--- config.mk ---
export PLATFORM = sky130hd
export DESIGN_NAME = bpo_top
export DESIGN_NICKNAME = d
export VERILOG_FILES = /design/src/logic/bpo_pkg.sv /design/src/logic/bpo_sync.sv /design/src/logic/bpo_fifo.sv /design/src/logic/bpo_top.sv
export VERILOG_INCLUDE_DIRS = /design/src /design/src/logic
export SDC_FILE = /design/constraint.sdc
export NUM_CORES = 2
export LEC_CHECK = 0
export BUFFER_PORTS_ARGS = -buffer_cell sky130_fd_sc_hd__buf_2
export CORE_MARGIN = 10
export CORE_UTILIZATION = 66
export CTS_BUF_LIST = sky130_fd_sc_hd__clkbuf_2 sky130_fd_sc_hd__clkbuf_4 sky130_fd_sc_hd__clkbuf_8
export CTS_CLUSTER_DIAMETER = 80
export CTS_CLUSTER_SIZE = 25
export DETAILED_ROUTE_END_ITERATION = 8
export PLACE_DENSITY = 0.92
export SYNTH_ARGS = -nofsm -noshare
export SYNTH_HDL_FRONTEND = slang
export SYNTH_SLANG_ARGS = --single-unit
--- constraint.sdc ---
create_clock -name ref_clk_i -period 8.9 [get_ports ref_clk_i]
set_input_delay 2.67 -clock ref_clk_i [delete_from_list [all_inputs] [get_ports ref_clk_i]]
set_output_delay 2.67 -clock ref_clk_i [all_outputs]
set_load 0.01 [all_outputs]
--- src/logic/bpo_map.svh ---
// offsets, field positions, reset values and timing counts of the backplane output block
// assumes a 20 MHz reference clock and a register port with byte addresses
// What this block does
// - 256/128/64/32 channels at 16/8/4/2 Mb/s
// - each output stream has its own rate
// - 32 Mb/s mode leaves streams 16-31 idle
// - four active-high per-slot buffer enable outputs
// - enable k covers streams with index mod 4 = k
// - in 32 Mb/s mode only streams 0-15
// - frame pulse 122 ns or 244 ns, width bit
// - classic or GCI frame pulse detected automatically
// - frame boundary on edge chosen by polarity bit
// - async active-low reset clears counters, outputs high impedance
`ifndef BPO_MAP_SVH
`define BPO_MAP_SVH
`define BPO_REF_MHZ 20
`define BPO_FP_WIDE_NS 244
`define BPO_FP_WIDE_CYC ((`BPO_FP_WIDE_NS * `BPO_REF_MHZ + 999) / 1000)
`define BPO_IDLE_RUN (4 * `BPO_FP_WIDE_CYC)
`define BPO_OFS_CTRL 8'h00
`define BPO_OFS_RATE_LO 8'h04
`define BPO_OFS_RATE_HI 8'h08
`define BPO_OFS_STATUS 8'h0c
`define BPO_CTRL_FPW 0
`define BPO_CTRL_POL 1
`define BPO_CTRL_MODE32 2
`define BPO_CTRL_RESET 3'h0
`define BPO_RATE_RESET 64'h0
`define BPO_NSTREAM 32
`define BPO_FIFO_DEPTH 16
`define BPO_IDLE_BYTE 8'hff
`endif

--- src/logic/bpo_pkg.sv ---
// types shared by the backplane output block
// assumes bpo_map.svh for all numeric constants
package bpo_pkg;
    // one byte for one output stream, queued toward the serial pins
    typedef struct packed {
        logic [4:0] stream; // target output stream
        logic drive; // byte is driven, else the slot rests
        logic [7:0] data; // byte, sent msb first
    } bpo_slot_t;
    // software control word
    typedef struct packed {
        logic mode32; // fixed 32 Mb/s on streams 0-15
        logic pol; // 1: boundary on rising master clock edge
        logic frame_pulse_width_sel; // 1: wide frame pulse
    } bpo_ctrl_t;
    // frame pulse style detector states
    typedef enum logic [2:0] {
        BPO_ST_HUNT = 3'b001,
        BPO_ST_CLASSIC = 3'b010,
        BPO_ST_GCI = 3'b100
    } bpo_style_t;
endpackage : bpo_pkg

--- src/logic/bpo_sync.sv ---
// two flip-flop synchroniser for pin inputs
// assumes inputs are asynchronous to ref_clk_i
`timescale 1ns/10ps
`default_nettype none
module bpo_sync #(
    parameter int W = 1
) (
    input wire logic ref_clk_i,
    input wire logic rst_n_i,
    input wire logic [W-1:0] d_i,
    output logic [W-1:0] q_o
);
    logic [W-1:0] meta_r; // first stage, read only by q_o
    // two stages, both cleared by reset
    always_ff @(posedge ref_clk_i or negedge rst_n_i) begin
        if (!rst_n_i) begin
            meta_r <= '0;
            q_o <= '0;
        end else begin
            meta_r <= d_i;
            q_o <= meta_r;
        end
    end
endmodule : bpo_sync
`default_nettype wire

--- src/logic/bpo_fifo.sv ---
// flip-flop fifo with valid/ready on both sides
// assumes one clock; push and pop may happen in the same cycle
`timescale 1ns/10ps
`default_nettype none
module bpo_fifo #(
    parameter int W = 14,
    parameter int D = 16
) (
    input wire logic ref_clk_i,
    input wire logic rst_n_i,
    input wire logic [W-1:0] in_data_i,
    input wire logic in_valid_i,
    output logic in_ready_o,
    output logic [W-1:0] out_data_o,
    output logic out_valid_o,
    input wire logic out_ready_i
);
    localparam int AW = $clog2(D);
    localparam logic [AW:0] FULL = (AW+1)'(D);
    localparam logic [AW-1:0] LAST = AW'(D - 1);
    logic [W-1:0] mem_r [D]; // storage
    logic [AW-1:0] wr_r; // write index
    logic [AW-1:0] rd_r; // read index
    logic [AW:0] cnt_r; // fill level
    logic push;
    logic pop;
    assign in_ready_o = (cnt_r != FULL);
    assign out_valid_o = (cnt_r != '0);
    assign out_data_o = mem_r[rd_r];
    assign push = in_valid_i & in_ready_o;
    assign pop = out_valid_o & out_ready_i;
    // storage write
    always_ff @(posedge ref_clk_i) begin
        if (push) begin
            mem_r[wr_r] <= in_data_i;
        end
    end
    // indices and level
    always_ff @(posedge ref_clk_i or negedge rst_n_i) begin
        if (!rst_n_i) begin
            wr_r <= '0;
            rd_r <= '0;
            cnt_r <= '0;
        end else begin
            if (push) begin
                wr_r <= (wr_r == LAST) ? '0 : wr_r + 1'b1;
            end
            if (pop) begin
                rd_r <= (rd_r == LAST) ? '0 : rd_r + 1'b1;
            end
            cnt_r <= cnt_r + (AW+1)'(push) - (AW+1)'(pop);
        end
    end
endmodule : bpo_fifo
`default_nettype wire

--- src/logic/bpo_top.sv ---
// backplane serial output side: 32 tdm streams, four buffer enables, frame timing
// assumes master clock and frame pulse arrive on pins, asynchronous to ref_clk_i
`timescale 1ns/10ps
`default_nettype none
`include "bpo_map.svh"
module bpo_top (
    input wire logic ref_clk_i,
    input wire logic rst_n_i,
    input wire logic [7:0] reg_addr_i,
    input wire logic [31:0] reg_wdata_i,
    input wire logic reg_wr_i,
    input wire logic reg_rd_i,
    output logic [31:0] reg_rdata_o,
    input wire bpo_pkg::bpo_slot_t slot_i,
    input wire logic slot_valid_i,
    output logic slot_ready_o,
    input wire logic master_clock_in_i,
    input wire logic frame_pulse_in_i,
    input wire logic backplane_output_rest_state_i,
    input wire logic output_drive_enable_i,
    output logic [31:0] backplane_serial_out_o,
    output logic [31:0] backplane_serial_out_oe_o,
    output logic [3:0] backplane_slot_buffer_enable_o,
    output logic [3:0] backplane_slot_buffer_enable_oe_o
);
    localparam int NS = `BPO_NSTREAM;
    localparam logic [7:0] IDLE_RUN = 8'(`BPO_IDLE_RUN);
    logic [3:0] pins_s; // synchronised pins
    logic mc_s, fp_s; // master clock and frame pulse levels
    logic rest_high_s, ode_s; // 1: rest driven high; output drive enable pin
    logic mc_d_r, fp_d_r; // master clock and frame pulse one cycle back
    bpo_pkg::bpo_ctrl_t ctrl_r; // control register
    logic [63:0] rate_r; // two rate bits per stream
    bpo_pkg::bpo_style_t style_r, style_nxt; // frame pulse style and its next value
    logic [7:0] run_r; // cycles frame pulse kept its level
    logic [1:0] fp_edges_r; // selected edges seen in this pulse
    logic [10:0] tick_cnt_r, tick_cnt_nxt; // half master clock periods in frame, next
    logic frame_seen_r; // a boundary was found
    logic rise, fall, tick; // master clock edges: rising, falling, either
    logic sel_edge; // edge that may carry the boundary
    logic fp_active; // frame pulse asserted in its own style
    logic boundary; // frame boundary this cycle
    logic [1:0] need_edges; // edges the pulse width calls for
    logic [7:0] shift_r [NS]; // per stream shift register
    logic [NS-1:0] drive_r; // current slot is driven
    logic [7:0] hold_r [NS]; // next byte per stream
    logic [NS-1:0] hold_drv_r; // next byte drive flag
    logic [NS-1:0] hold_v_r; // next byte present
    logic [NS-1:0] load, step; // byte and bit boundaries per stream
    logic [NS-1:0] usable; // stream may carry data
    bpo_pkg::bpo_slot_t head; // fifo head
    logic head_v, pop, drop; // head present, head taken, head discarded
    logic fifo_full;
    logic [3:0] grp_drive; // any driving stream per enable group

    // shift count of a rate code: 16 Mb/s is one tick per bit
    function automatic logic [1:0] rate_shift(input logic [1:0] code);
        return 2'h3 - code;
    endfunction : rate_shift
    // true when the tick count starts a byte of this stream
    function automatic logic byte_start(input logic [10:0] cnt, input logic m32,
                                        input logic [1:0] code);
        logic [10:0] mask;
        mask = 11'((11'h8 << rate_shift(code)) - 11'h1);
        return m32 ? (cnt[1:0] == 2'h0) : ((cnt & mask) == 11'h0);
    endfunction : byte_start
    // true when the tick count starts a bit of this stream
    function automatic logic bit_start(input logic [10:0] cnt, input logic m32,
                                       input logic [1:0] code);
        logic [10:0] mask;
        mask = 11'((11'h1 << rate_shift(code)) - 11'h1);
        return m32 | ((cnt & mask) == 11'h0);
    endfunction : bit_start
    // pin synchroniser
    bpo_sync #(
        .W(4)
    ) u_sync (
        .ref_clk_i(ref_clk_i),
        .rst_n_i(rst_n_i),
        .d_i({output_drive_enable_i, backplane_output_rest_state_i,
              frame_pulse_in_i, master_clock_in_i}),
        .q_o(pins_s)
    );
    assign mc_s = pins_s[0];
    assign fp_s = pins_s[1];
    assign rest_high_s = pins_s[2];
    assign ode_s = pins_s[3];
    // byte queue toward the streams
    bpo_fifo #(
        .W($bits(bpo_pkg::bpo_slot_t)),
        .D(`BPO_FIFO_DEPTH)
    ) u_fifo (
        .ref_clk_i(ref_clk_i),
        .rst_n_i(rst_n_i),
        .in_data_i(slot_i),
        .in_valid_i(slot_valid_i),
        .in_ready_o(slot_ready_o),
        .out_data_o(head),
        .out_valid_o(head_v),
        .out_ready_i(pop)
    );
    assign fifo_full = ~slot_ready_o;
    // register writes
    always_ff @(posedge ref_clk_i or negedge rst_n_i) begin
        if (!rst_n_i) begin
            ctrl_r <= `BPO_CTRL_RESET;
            rate_r <= `BPO_RATE_RESET;
        end else if (reg_wr_i) begin
            case (reg_addr_i)
                `BPO_OFS_CTRL: begin
                    ctrl_r.frame_pulse_width_sel <= reg_wdata_i[`BPO_CTRL_FPW];
                    ctrl_r.pol <= reg_wdata_i[`BPO_CTRL_POL];
                    ctrl_r.mode32 <= reg_wdata_i[`BPO_CTRL_MODE32];
                end
                `BPO_OFS_RATE_LO: rate_r[31:0] <= reg_wdata_i;
                `BPO_OFS_RATE_HI: rate_r[63:32] <= reg_wdata_i;
                default: ;
            endcase
        end
    end
    // register reads, one cycle later, zero elsewhere
    always_ff @(posedge ref_clk_i or negedge rst_n_i) begin
        if (!rst_n_i) begin
            reg_rdata_o <= 32'h0;
        end else if (reg_rd_i) begin
            case (reg_addr_i)
                `BPO_OFS_CTRL: reg_rdata_o <= {29'h0, ctrl_r.mode32, ctrl_r.pol, ctrl_r.frame_pulse_width_sel};
                `BPO_OFS_RATE_LO: reg_rdata_o <= rate_r[31:0];
                `BPO_OFS_RATE_HI: reg_rdata_o <= rate_r[63:32];
                `BPO_OFS_STATUS: reg_rdata_o <= {27'h0, fifo_full, ~head_v, frame_seen_r,
                                                 style_r == bpo_pkg::BPO_ST_GCI,
                                                 style_r != bpo_pkg::BPO_ST_HUNT};
                default: reg_rdata_o <= 32'h0;
            endcase
        end
    end
    // edge detection on the synchronised master clock and frame pulse
    always_ff @(posedge ref_clk_i or negedge rst_n_i) begin
        if (!rst_n_i) begin
            mc_d_r <= 1'b0;
            fp_d_r <= 1'b0;
        end else begin
            mc_d_r <= mc_s;
            fp_d_r <= fp_s;
        end
    end
    assign rise = mc_s & ~mc_d_r;
    assign fall = ~mc_s & mc_d_r;
    assign tick = rise | fall;
    assign sel_edge = ctrl_r.pol ? rise : fall;
    // run length of the frame pulse level; the long level is the idle level
    always_ff @(posedge ref_clk_i or negedge rst_n_i) begin
        if (!rst_n_i) begin
            run_r <= 8'h0;
        end else if (fp_s != fp_d_r) begin
            run_r <= 8'h0;
        end else if (run_r != IDLE_RUN) begin
            run_r <= run_r + 8'h1;
        end
    end
    // style choice: idle high means classic, idle low means gci
    always_comb begin
        style_nxt = style_r;
        if (run_r == IDLE_RUN) begin
            style_nxt = fp_s ? bpo_pkg::BPO_ST_CLASSIC : bpo_pkg::BPO_ST_GCI;
        end
    end
    // style state, re-detected whenever the idle level changes
    always_ff @(posedge ref_clk_i or negedge rst_n_i) begin
        if (!rst_n_i) begin
            style_r <= bpo_pkg::BPO_ST_HUNT;
        end else begin
            case (style_r)
                bpo_pkg::BPO_ST_HUNT: style_r <= style_nxt;
                bpo_pkg::BPO_ST_CLASSIC: style_r <= style_nxt;
                bpo_pkg::BPO_ST_GCI: style_r <= style_nxt;
                default: style_r <= bpo_pkg::BPO_ST_HUNT;
            endcase
        end
    end
    assign fp_active = ((style_r == bpo_pkg::BPO_ST_CLASSIC) & ~fp_s) |
                       ((style_r == bpo_pkg::BPO_ST_GCI) & fp_s);
    // boundary on the first selected edge, or the second for a wide pulse
    assign need_edges = ctrl_r.frame_pulse_width_sel ? 2'h2 : 2'h1;
    assign boundary = fp_active & sel_edge & ((fp_edges_r + 2'h1) == need_edges);
    // selected edges counted while the pulse lasts
    always_ff @(posedge ref_clk_i or negedge rst_n_i) begin
        if (!rst_n_i) begin
            fp_edges_r <= 2'h0;
        end else if (!fp_active) begin
            fp_edges_r <= 2'h0;
        end else if (sel_edge && fp_edges_r != 2'h2) begin
            fp_edges_r <= fp_edges_r + 2'h1;
        end
    end
    // frame position in master clock half periods, 2048 per frame
    assign tick_cnt_nxt = boundary ? 11'h0 : tick_cnt_r + 11'h1;
    always_ff @(posedge ref_clk_i or negedge rst_n_i) begin
        if (!rst_n_i) begin
            tick_cnt_r <= 11'h0;
            frame_seen_r <= 1'b0;
        end else if (tick) begin
            tick_cnt_r <= tick_cnt_nxt;
            frame_seen_r <= frame_seen_r | boundary;
        end
    end
    // byte and bit boundaries of every stream at its own rate
    always_comb begin
        for (int s = 0; s < NS; s++) begin
            usable[s] = ~(ctrl_r.mode32 & (s >= 16));
            load[s] = tick & byte_start(tick_cnt_nxt, ctrl_r.mode32, rate_r[2*s +: 2]);
            step[s] = tick & bit_start(tick_cnt_nxt, ctrl_r.mode32, rate_r[2*s +: 2]);
        end
    end
    // fifo drain: bytes for unused streams are thrown away
    assign drop = ctrl_r.mode32 & head.stream[4];
    assign pop = head_v & (drop | ~hold_v_r[head.stream]);
    // next-byte holding registers; a byte arriving wins over the load
    always_ff @(posedge ref_clk_i or negedge rst_n_i) begin
        if (!rst_n_i) begin
            hold_v_r <= '0;
            hold_drv_r <= '0;
            for (int s = 0; s < NS; s++) begin
                hold_r[s] <= 8'h0;
            end
        end else begin
            for (int s = 0; s < NS; s++) begin
                if (pop && !drop && head.stream == 5'(s)) begin
                    hold_v_r[s] <= 1'b1;
                    hold_drv_r[s] <= head.drive;
                    hold_r[s] <= head.data;
                end else if (load[s]) begin
                    hold_v_r[s] <= 1'b0;
                end
            end
        end
    end
    // shift registers: load at the byte boundary, shift at each bit
    always_ff @(posedge ref_clk_i or negedge rst_n_i) begin
        if (!rst_n_i) begin
            drive_r <= '0;
            for (int s = 0; s < NS; s++) begin
                shift_r[s] <= `BPO_IDLE_BYTE;
            end
        end else begin
            for (int s = 0; s < NS; s++) begin
                if (load[s]) begin
                    shift_r[s] <= hold_v_r[s] ? hold_r[s] : `BPO_IDLE_BYTE;
                    drive_r[s] <= hold_v_r[s] & hold_drv_r[s] & usable[s];
                end else if (step[s]) begin
                    shift_r[s] <= ctrl_r.mode32 ? {shift_r[s][5:0], 2'h3}
                                                : {shift_r[s][6:0], 1'b1};
                end
            end
        end
    end
    // group drive: stream s belongs to enable s mod 4
    always_comb begin
        grp_drive = 4'h0;
        for (int s = 0; s < NS; s++) begin
            grp_drive[s % 4] = grp_drive[s % 4] | (drive_r[s] & usable[s]);
        end
    end

    // pins: driven data, else rest high or high impedance; unused streams rest
    always_ff @(posedge ref_clk_i or negedge rst_n_i) begin
        if (!rst_n_i) begin
            backplane_serial_out_o <= '1;
            backplane_serial_out_oe_o <= '0;
            backplane_slot_buffer_enable_o <= 4'h0;
            backplane_slot_buffer_enable_oe_o <= 4'h0;
        end else begin
            for (int s = 0; s < NS; s++) begin
                backplane_serial_out_o[s] <= ~(drive_r[s] & usable[s] & ode_s) | shift_r[s][7];
                backplane_serial_out_oe_o[s] <= (drive_r[s] & usable[s] & ode_s) | rest_high_s;
            end
            backplane_slot_buffer_enable_o <= grp_drive & {4{ode_s}};
            backplane_slot_buffer_enable_oe_o <= {4{ode_s | rest_high_s}};
        end
    end
endmodule : bpo_top
`default_nettype wire

After elaboration in Yosys (flattened, before gate mapping)

Memory sizes are Yosys's and may differ from the RTL's.
Index checks and enable logic that the tools add are counted.

Bits in registers: 824
Latch bits: 0
Memory bits (writable): 224
Bits in read-only memories: 0
Output and inout bits: 105
Memories kept: 1

Add/sub/neg operators: 103
Multipliers: 0
Div/mod/pow operators: 0
Order comparisons: 1
Equal/unequal tests: 48
Shifts and indexed selects: 64
Muxes and demuxes: 241
Bitwise logic cells: 403
Reductions and logical operators: 172

Memories:

| name         | depth | bits a word | read ports | clocked after Yosys merged registers in | write ports | line           | text |
|---|---|---|---|---|---|---|---|
| u_fifo.mem_r | 16    | 14          | 1          | 0                                       | 1           | bpo_fifo.sv:21 | `logic [W-1:0] mem_r [D];` |

Operators with widths:

| operator                | count |
|---|---|
| $mux W8                 | 130 |
| $and A11 B11 Y11        | 64 |
| $logic_not A11 Y1       | 64 |
| $sub A11 B1 Y11 const B | 64 |
| $shl A1 B2 Y11 const A  | 32 |
| $shl A4 B2 Y11 const A  | 32 |
| $and A1 B1 Y1           | 170 |
| $reduce_bool A2 Y1      | 65 |
| $or A1 B1 Y1            | 129 |
| $pmux W32 S4            | 1 |
| $mux W1                 | 100 |
| $eq A5 B5 Y1 const B    | 16 |
| $sub A2 B2 Y2 const A   | 32 |
| $eq A5 B4 Y1 const B    | 8 |
| $not A1 Y1              | 39 |
| $logic_and A1 B1 Y1     | 34 |
| $eq A5 B3 Y1 const B    | 4 |
| $eq A8 B4 Y1 const B    | 2 |
| $add A11 B1 Y11 const B | 1 |
| $mux W11                | 1 |
| $eq A5 B2 Y1 const B    | 2 |
| $mux W3                 | 3 |
| $add A4 B1 Y4 const B   | 2 |
| $add A8 B1 Y8 const B   | 1 |
| 29 further kinds        | 36 |

Longest topological paths before layout

Depth in word-level cells: 12
Gate-level depth with buffers: 22
Depth with buffers taken out: 17

Cells and area by module

From an unflattened synthesis, not the netlist that was laid out.

Cells, all modules: 4,698
Area total of the unflattened synthesis: 53,651.5 um2

Modules (own cells, without submodules):

| module   | times used | cells each | area an instance (um2) |
|---|---|---|---|
| bpo_top  | 1          | 4,219      | 43,864.6 |
| bpo_fifo | 1          | 471        | 9,586.7 |
| bpo_sync | 1          | 8          | 200.2 |

Worst setup path before layout

No wires, ideal clock.

Path type: input to register
From: in reg_addr_i[3]
To: reg rate_r[34]
Data arrival time: 4.292 ns
Path slack: 4.483 ns
Stages on the path: 7
Buffers on the path: 3
Path through: clkbuf_1 > nor2b_1 > and3_1 > clkbuf_1 > nand2_1 > buf_1 > mux2_2

Cells in the longest elaborated chain, start to end: 2

Ends and longest elaborated chain:

| item                        | line           | text |
|---|---|---|
| start: declaration          | bpo_top.sv:9   | `input wire logic [7:0] reg_addr_i,` |
| $eq A8 B4 Y1                | bpo_top.sv:109 | `case (reg_addr_i)` |
| $reduce_and A2 Y1 (no line) | -              |  |
| end signal: assignment      | bpo_top.sv:107 | `` rate_r <= `BPO_RATE_RESET; `` |
| end signal: assignment      | bpo_top.sv:116 | `` `BPO_OFS_RATE_HI: rate_r[63:32] <= reg_wdata_i; `` |
| end: declaration            | bpo_top.sv:33  | `logic [63:0] rate_r;` |

No other way between the ends.
A chain may end at the register's enable or synchronous reset.

Final worst setup path

From: reg u_fifo.rd_r[1]
To: reg u_fifo.cnt_r[4]

Cells in the longest elaborated chain, start to end: 8
Elaborated cells on any way between the ends: 9
Classes of those cells: add/sub (1); mux (2); bitwise (5); memory (1)

Ends and longest elaborated chain:

| item                          | line           | text |
|---|---|---|
| start: declaration            | bpo_fifo.sv:23 | `logic [AW-1:0] rd_r;` |
| start signal: assignment      | bpo_fifo.sv:49 | `rd_r <= (rd_r == LAST) ? '0 : rd_r + 1'b1;` |
| $mem_v2 Z16 W14 (*)           | -              |  |
| $bmux W1 S5                   | bpo_top.sv:217 | `assign pop = head_v & (drop \| ~hold_v_r[head.stream]);` |
| $mux W1 (not written as such) | bpo_top.sv:217 |  |
| $not A1 Y1                    | bpo_top.sv:217 |  |
| $or A1 B1 Y1 (*)              | bpo_top.sv:217 |  |
| $and A1 B1 Y1 (*)             | bpo_top.sv:217 |  |
| $and A1 B1 Y1 (*)             | bpo_fifo.sv:31 | `assign pop = out_valid_o & out_ready_i;` |
| named net u_fifo.pop          | bpo_fifo.sv:26 | `logic pop;` |
| $sub A5 B1 Y5 (*)             | bpo_fifo.sv:51 | `cnt_r <= cnt_r + (AW+1)'(push) - (AW+1)'(pop);` |
| end signal: assignment        | bpo_fifo.sv:51 |  |
| end: declaration              | bpo_fifo.sv:24 | `logic [AW:0] cnt_r;` |

Mark *: on every way through the listed nets, which the timed path passes. The rest lies on a longest branch. The select of a mux whose other input is x is not followed.

==> summary.txt <==
Status
  • Status: finished, final reports clean

Clock tree
  • CTS tree: done
  • Clock insertion delay at the later pin of the skew report: approximately 0.8 ns
  • Htree depth: 2
  • Total setup buffers inserted after CTS: 0
  • CTS root buf: clkbuf_8
  • Hold-fix buffers, CTS: 0
  • Max Buffers Root-to-Sink: 3
  • Post-CTS Resized: 0
  • Clock transition at the registers of the reported paths: between 0.1 and 0.15 ns
  • Clk sinks: 1048
  • Number of buffers created by CTS: between 40 and 50

GRT
  • Largest net degree at the start of global routing: between 150 and 200
  • Grt ovf: 0
  • All-Layer GR Usage: 28.38%
  • Vias in the first global route: 32944
  • Met2 Usage GRT: 46.02%
  • Global route hottest layer: met2
  • Met1 usage: between 30% and 40%
  • Met3 Use GR: under 10%
  • Initial antenna violation count: 10
  • First-pass GRT wire length: between 150000 and 200000 um

Floorplanning
  • # rows: 100
  • I/O Pins: 168
  • Die Wd: 294.2 um
  • Die area: about 87000 sq um
  • Die H: 294.2 um
  • Core outline area: around 74000 sq um
  • Initial Utilization: 66.66%

Final layout
  • Layout cells sized above 1: 33.18%
  • Final Util: 70.08%
  • Non-Filler Instances: 4903
  • Final net count: between 4000 and 5000
  • Filler cell count: ~4800
  • Post-route cell area: between 50000 and 60000 sq um
  • Layout area overhead: 5.139%

Setup path
  • Worst setup EP type: flop
  • Flop-to-flop setup slack: 3.11 ns
  • Startpoint Class: flop
  • Critical Path AT: 6.46 ns
  • Crit Path Max Fanout: 50
  • Worst Setup EP: u_fifo.cnt_r[4]
  • Worst R2R Path Depth: 18
  • Worst Setup SP: u_fifo.rd_r[1]
  • Reg2reg start: u_fifo.rd_r[1]
  • Crit Path Class: reg -> reg
  • Reg-to-reg endpoint: u_fifo.cnt_r[4]
  • Worst Path Required: around 9.6 ns

Route
  • DR iter-0 viols: 3285
  • Via-per-instance ratio: 6.765
  • Final wirelength: 125000 um
  • Drt pass-1 iters: 7
  • DR WL/cell: 25.49 um
  • Antenna Violating Nets Remaining: 0
  • Detailed-route via count: 33170
  • Post-route DRC violation count: 0

Synthesis
  • Post-synthesis cell type count: 88
  • Cell Area, Synth: 49620 sq um
  • Largest cells by area after synthesis: dfrtp_1 (27%), dfstp_2 (15%), edfxtp_1 (14%), mux2_2 (12%), mux2i_1 (5.7%)
  • Ys async rst share: 78.63%
  • Number of synthesized register bits: roughly 1000
  • Number of flops mapped to enable cells by yosys: 224
  • Avg Inst Size Synth: between 10 and 15 sq um
  • Syn Inst Count: 3869
  • Post-synth top area cell: dfrtp_1
  • Main flop type after synthesis: dfrtp_1
  • Seq/Total Area, Yosys: 55.84%
  • Syn nets: 3982
  • Yosys Warn Count: 0
  • Synth top area share: a little over a quarter

Timing
  • Crit share post-route: around two thirds
  • Final hold slack: around 0.37 ns
  • Final hold violations: 0
  • Fin crit period: 5.791 ns
  • Setup violators final: 0
  • Fin Setup TNS: 0 ns
  • RSZ-0062 raised after global routing: false
  • Fmax: 172.7 MHz
  • Slew Limit Fails: 0
  • Skew final: 0.05835 ns
  • Setup ws final: 3.109 ns
  • Slew HR: 10.28%
  • Slew at the pin closest to its max-slew limit: ~1.3 ns

Placed design
  • DPL Wire Length: 81930 um
  • Inst Count DP: 4808
  • Final RePlAce weighted congestion: 0.8881
  • Post-placement cell area: 51110 sq um
  • Buffers on Ports: 167
  • Place WS: 3.236 ns

Flow run
  • Max_cap viols: 0

Pwr
  • Final Power: 15.11 mW
  • VDD IR max: 238.7 uV
  • Leakage power: 21.20 nW
  • Pwr Density: 289.6 nW/um^2

Hold path
  • Worst hold path type: reg -> reg
==> registers in the layout, summed over array words and instances, names as in the netlist, 2 cells and up <==
| register | cells |
|---|---|
| backplane_serial_out_o | 32 |
| backplane_serial_out_oe_o | 32 |
| backplane_slot_buffer_enable_o | 4 |
| ctrl_r | 3 |
| drive_r | 32 |
| fp_edges_r | 2 |
| hold_drv_r | 32 |
| hold_r | 256 |
| hold_v_r | 32 |
| rate_r | 64 |
| reg_rdata_o | 32 |
| run_r | 8 |
| shift_r | 256 |
| style_r | 3 |
| tick_cnt_r | 11 |
| u_fifo.cnt_r | 5 |
| u_fifo.mem_r | 224 |
| u_fifo.rd_r | 4 |
| u_fifo.wr_r | 4 |
| u_sync.meta_r | 4 |
| u_sync.q_o | 4 |
==> layer usage <==
metal / share of wire (%) / up-vias / routed length [um]
met5: 0.038 / - / 47
met4: 6.1 / 8 / 7663
met3: 8.2 / 386 / 10270
met2: 48 / 1579 / 59940
met1: 38 / 16861 / 47070
li1: - / 14336 / -
==> cell families after synthesis <==
kind of cell	Yosys count	share of synthesized area (%)
adders and majority gates	50	1.276
AOI/OAI and AO/OA	898	11.68
xor gates and xnor gates	20	0.3530
and+or+nand+nor	553	6.071
muxes	911	21.51
DFF	1048	55.84
buffers and inverters	389	3.265
==> where the power goes <==
part           internal [mW]  switching (mW)  total (mW)
clock network          0.734            1.45        2.18
logic                   2.23            3.51        5.74
registers               6.31           0.876        7.19
==> how the worst min path moves through the flow <==
stage,from,to,cells past startpoint
6_report,u_sync.meta_r[3],u_sync.q_o[3],0
5_1_grt,u_sync.meta_r[2],u_sync.q_o[2],0
4_1_cts,u_sync.meta_r[3],u_sync.q_o[3],0
3_5_place_dp,u_sync.meta_r[3],u_sync.q_o[3],0
3_3_place_gp,u_sync.meta_r[2],u_sync.q_o[2],0
2_1_floorplan,u_sync.meta_r[0],u_sync.q_o[0],0
==> critical path: stages (launching register included) <==
cell	delay, ns
dfrtp_2	0.76
buf_4	0.67
and2_1	0.26
nor3_1	0.06
a21oi_1	0.15
mux4_2	0.30
nor2b_1	0.77
a22oi_2	0.16
a41oi_4	0.81
nand2b_1	0.30
inv_1	0.12
ha_1	0.13
inv_1	0.04
ha_1	0.19
fa_1	0.40
a21oi_1	0.16
nor2_1	0.06
nor2_1	0.15
xnor2_1	0.14
==> cell usage after synthesis, types with 27 or more instances <==
library cell,n
o21ai_0,422
a31oi_1,32
mux2_2,547
dfrtp_1,535
o41a_1,39
nor2b_1,63
nand3_1,49
nor2_1,94
o22ai_1,53
clkbuf_1,178
mux2i_1,283
a21oi_1,78
nor3_1,27
a22oi_1,34
edfxtp_1,224
nand3b_1,37
o221ai_1,47
dfstp_2,289
a21o_1,39
inv_1,141
mux4_2,64
nand2_1,143
ha_1,49
==> area by class of cell <==
type,count,area (sq um),share of cell area [%]
Clock buffer,81,920.9,1.765
Multi-Input combinational cell,2432,20390,39.08
Sequential cell,1048,27720,53.12
Inverter,148,555.5,1.065
Timing Repair Buffer,211,1239,2.374
Tap cell,969,1212,2.324
Antenna cell,4,10.01,0.01919
Clock inverter,10,132.6,0.2542
==> placed cells by master, fill, tap and decap left out, types with 13 or more instances in the layout <==
| cell | instances |
|---|---|
| mux2_2 | 547 |
| dfrtp_1 | 532 |
| o21ai_0 | 421 |
| dfstp_2 | 289 |
| mux2i_1 | 283 |
| edfxtp_1 | 224 |
| buf_2 | 166 |
| nand2_1 | 143 |
| inv_1 | 140 |
| nor2_1 | 93 |
| a21oi_1 | 78 |
| mux4_2 | 64 |
| nor2b_1 | 62 |
| o22ai_1 | 52 |
| clkbuf_8 | 50 |
| nand3_1 | 49 |
| ha_1 | 48 |
| o221ai_1 | 47 |
| o41a_1 | 39 |
| buf_4 | 39 |
| a21o_1 | 38 |
| nand3b_1 | 37 |
| a22oi_1 | 34 |
| a31oi_1 | 32 |
| clkbuf_4 | 31 |
| nor3_1 | 27 |
| nor4_1 | 26 |
| and2_1 | 25 |
| a21oi_2 | 25 |
| o31ai_1 | 22 |
| o22a_1 | 22 |
| o21a_1 | 21 |
| nand2b_1 | 19 |
| nor2_2 | 15 |
| a41o_1 | 15 |
| xnor2_1 | 13 |
(Power assumes the default switching activity.)
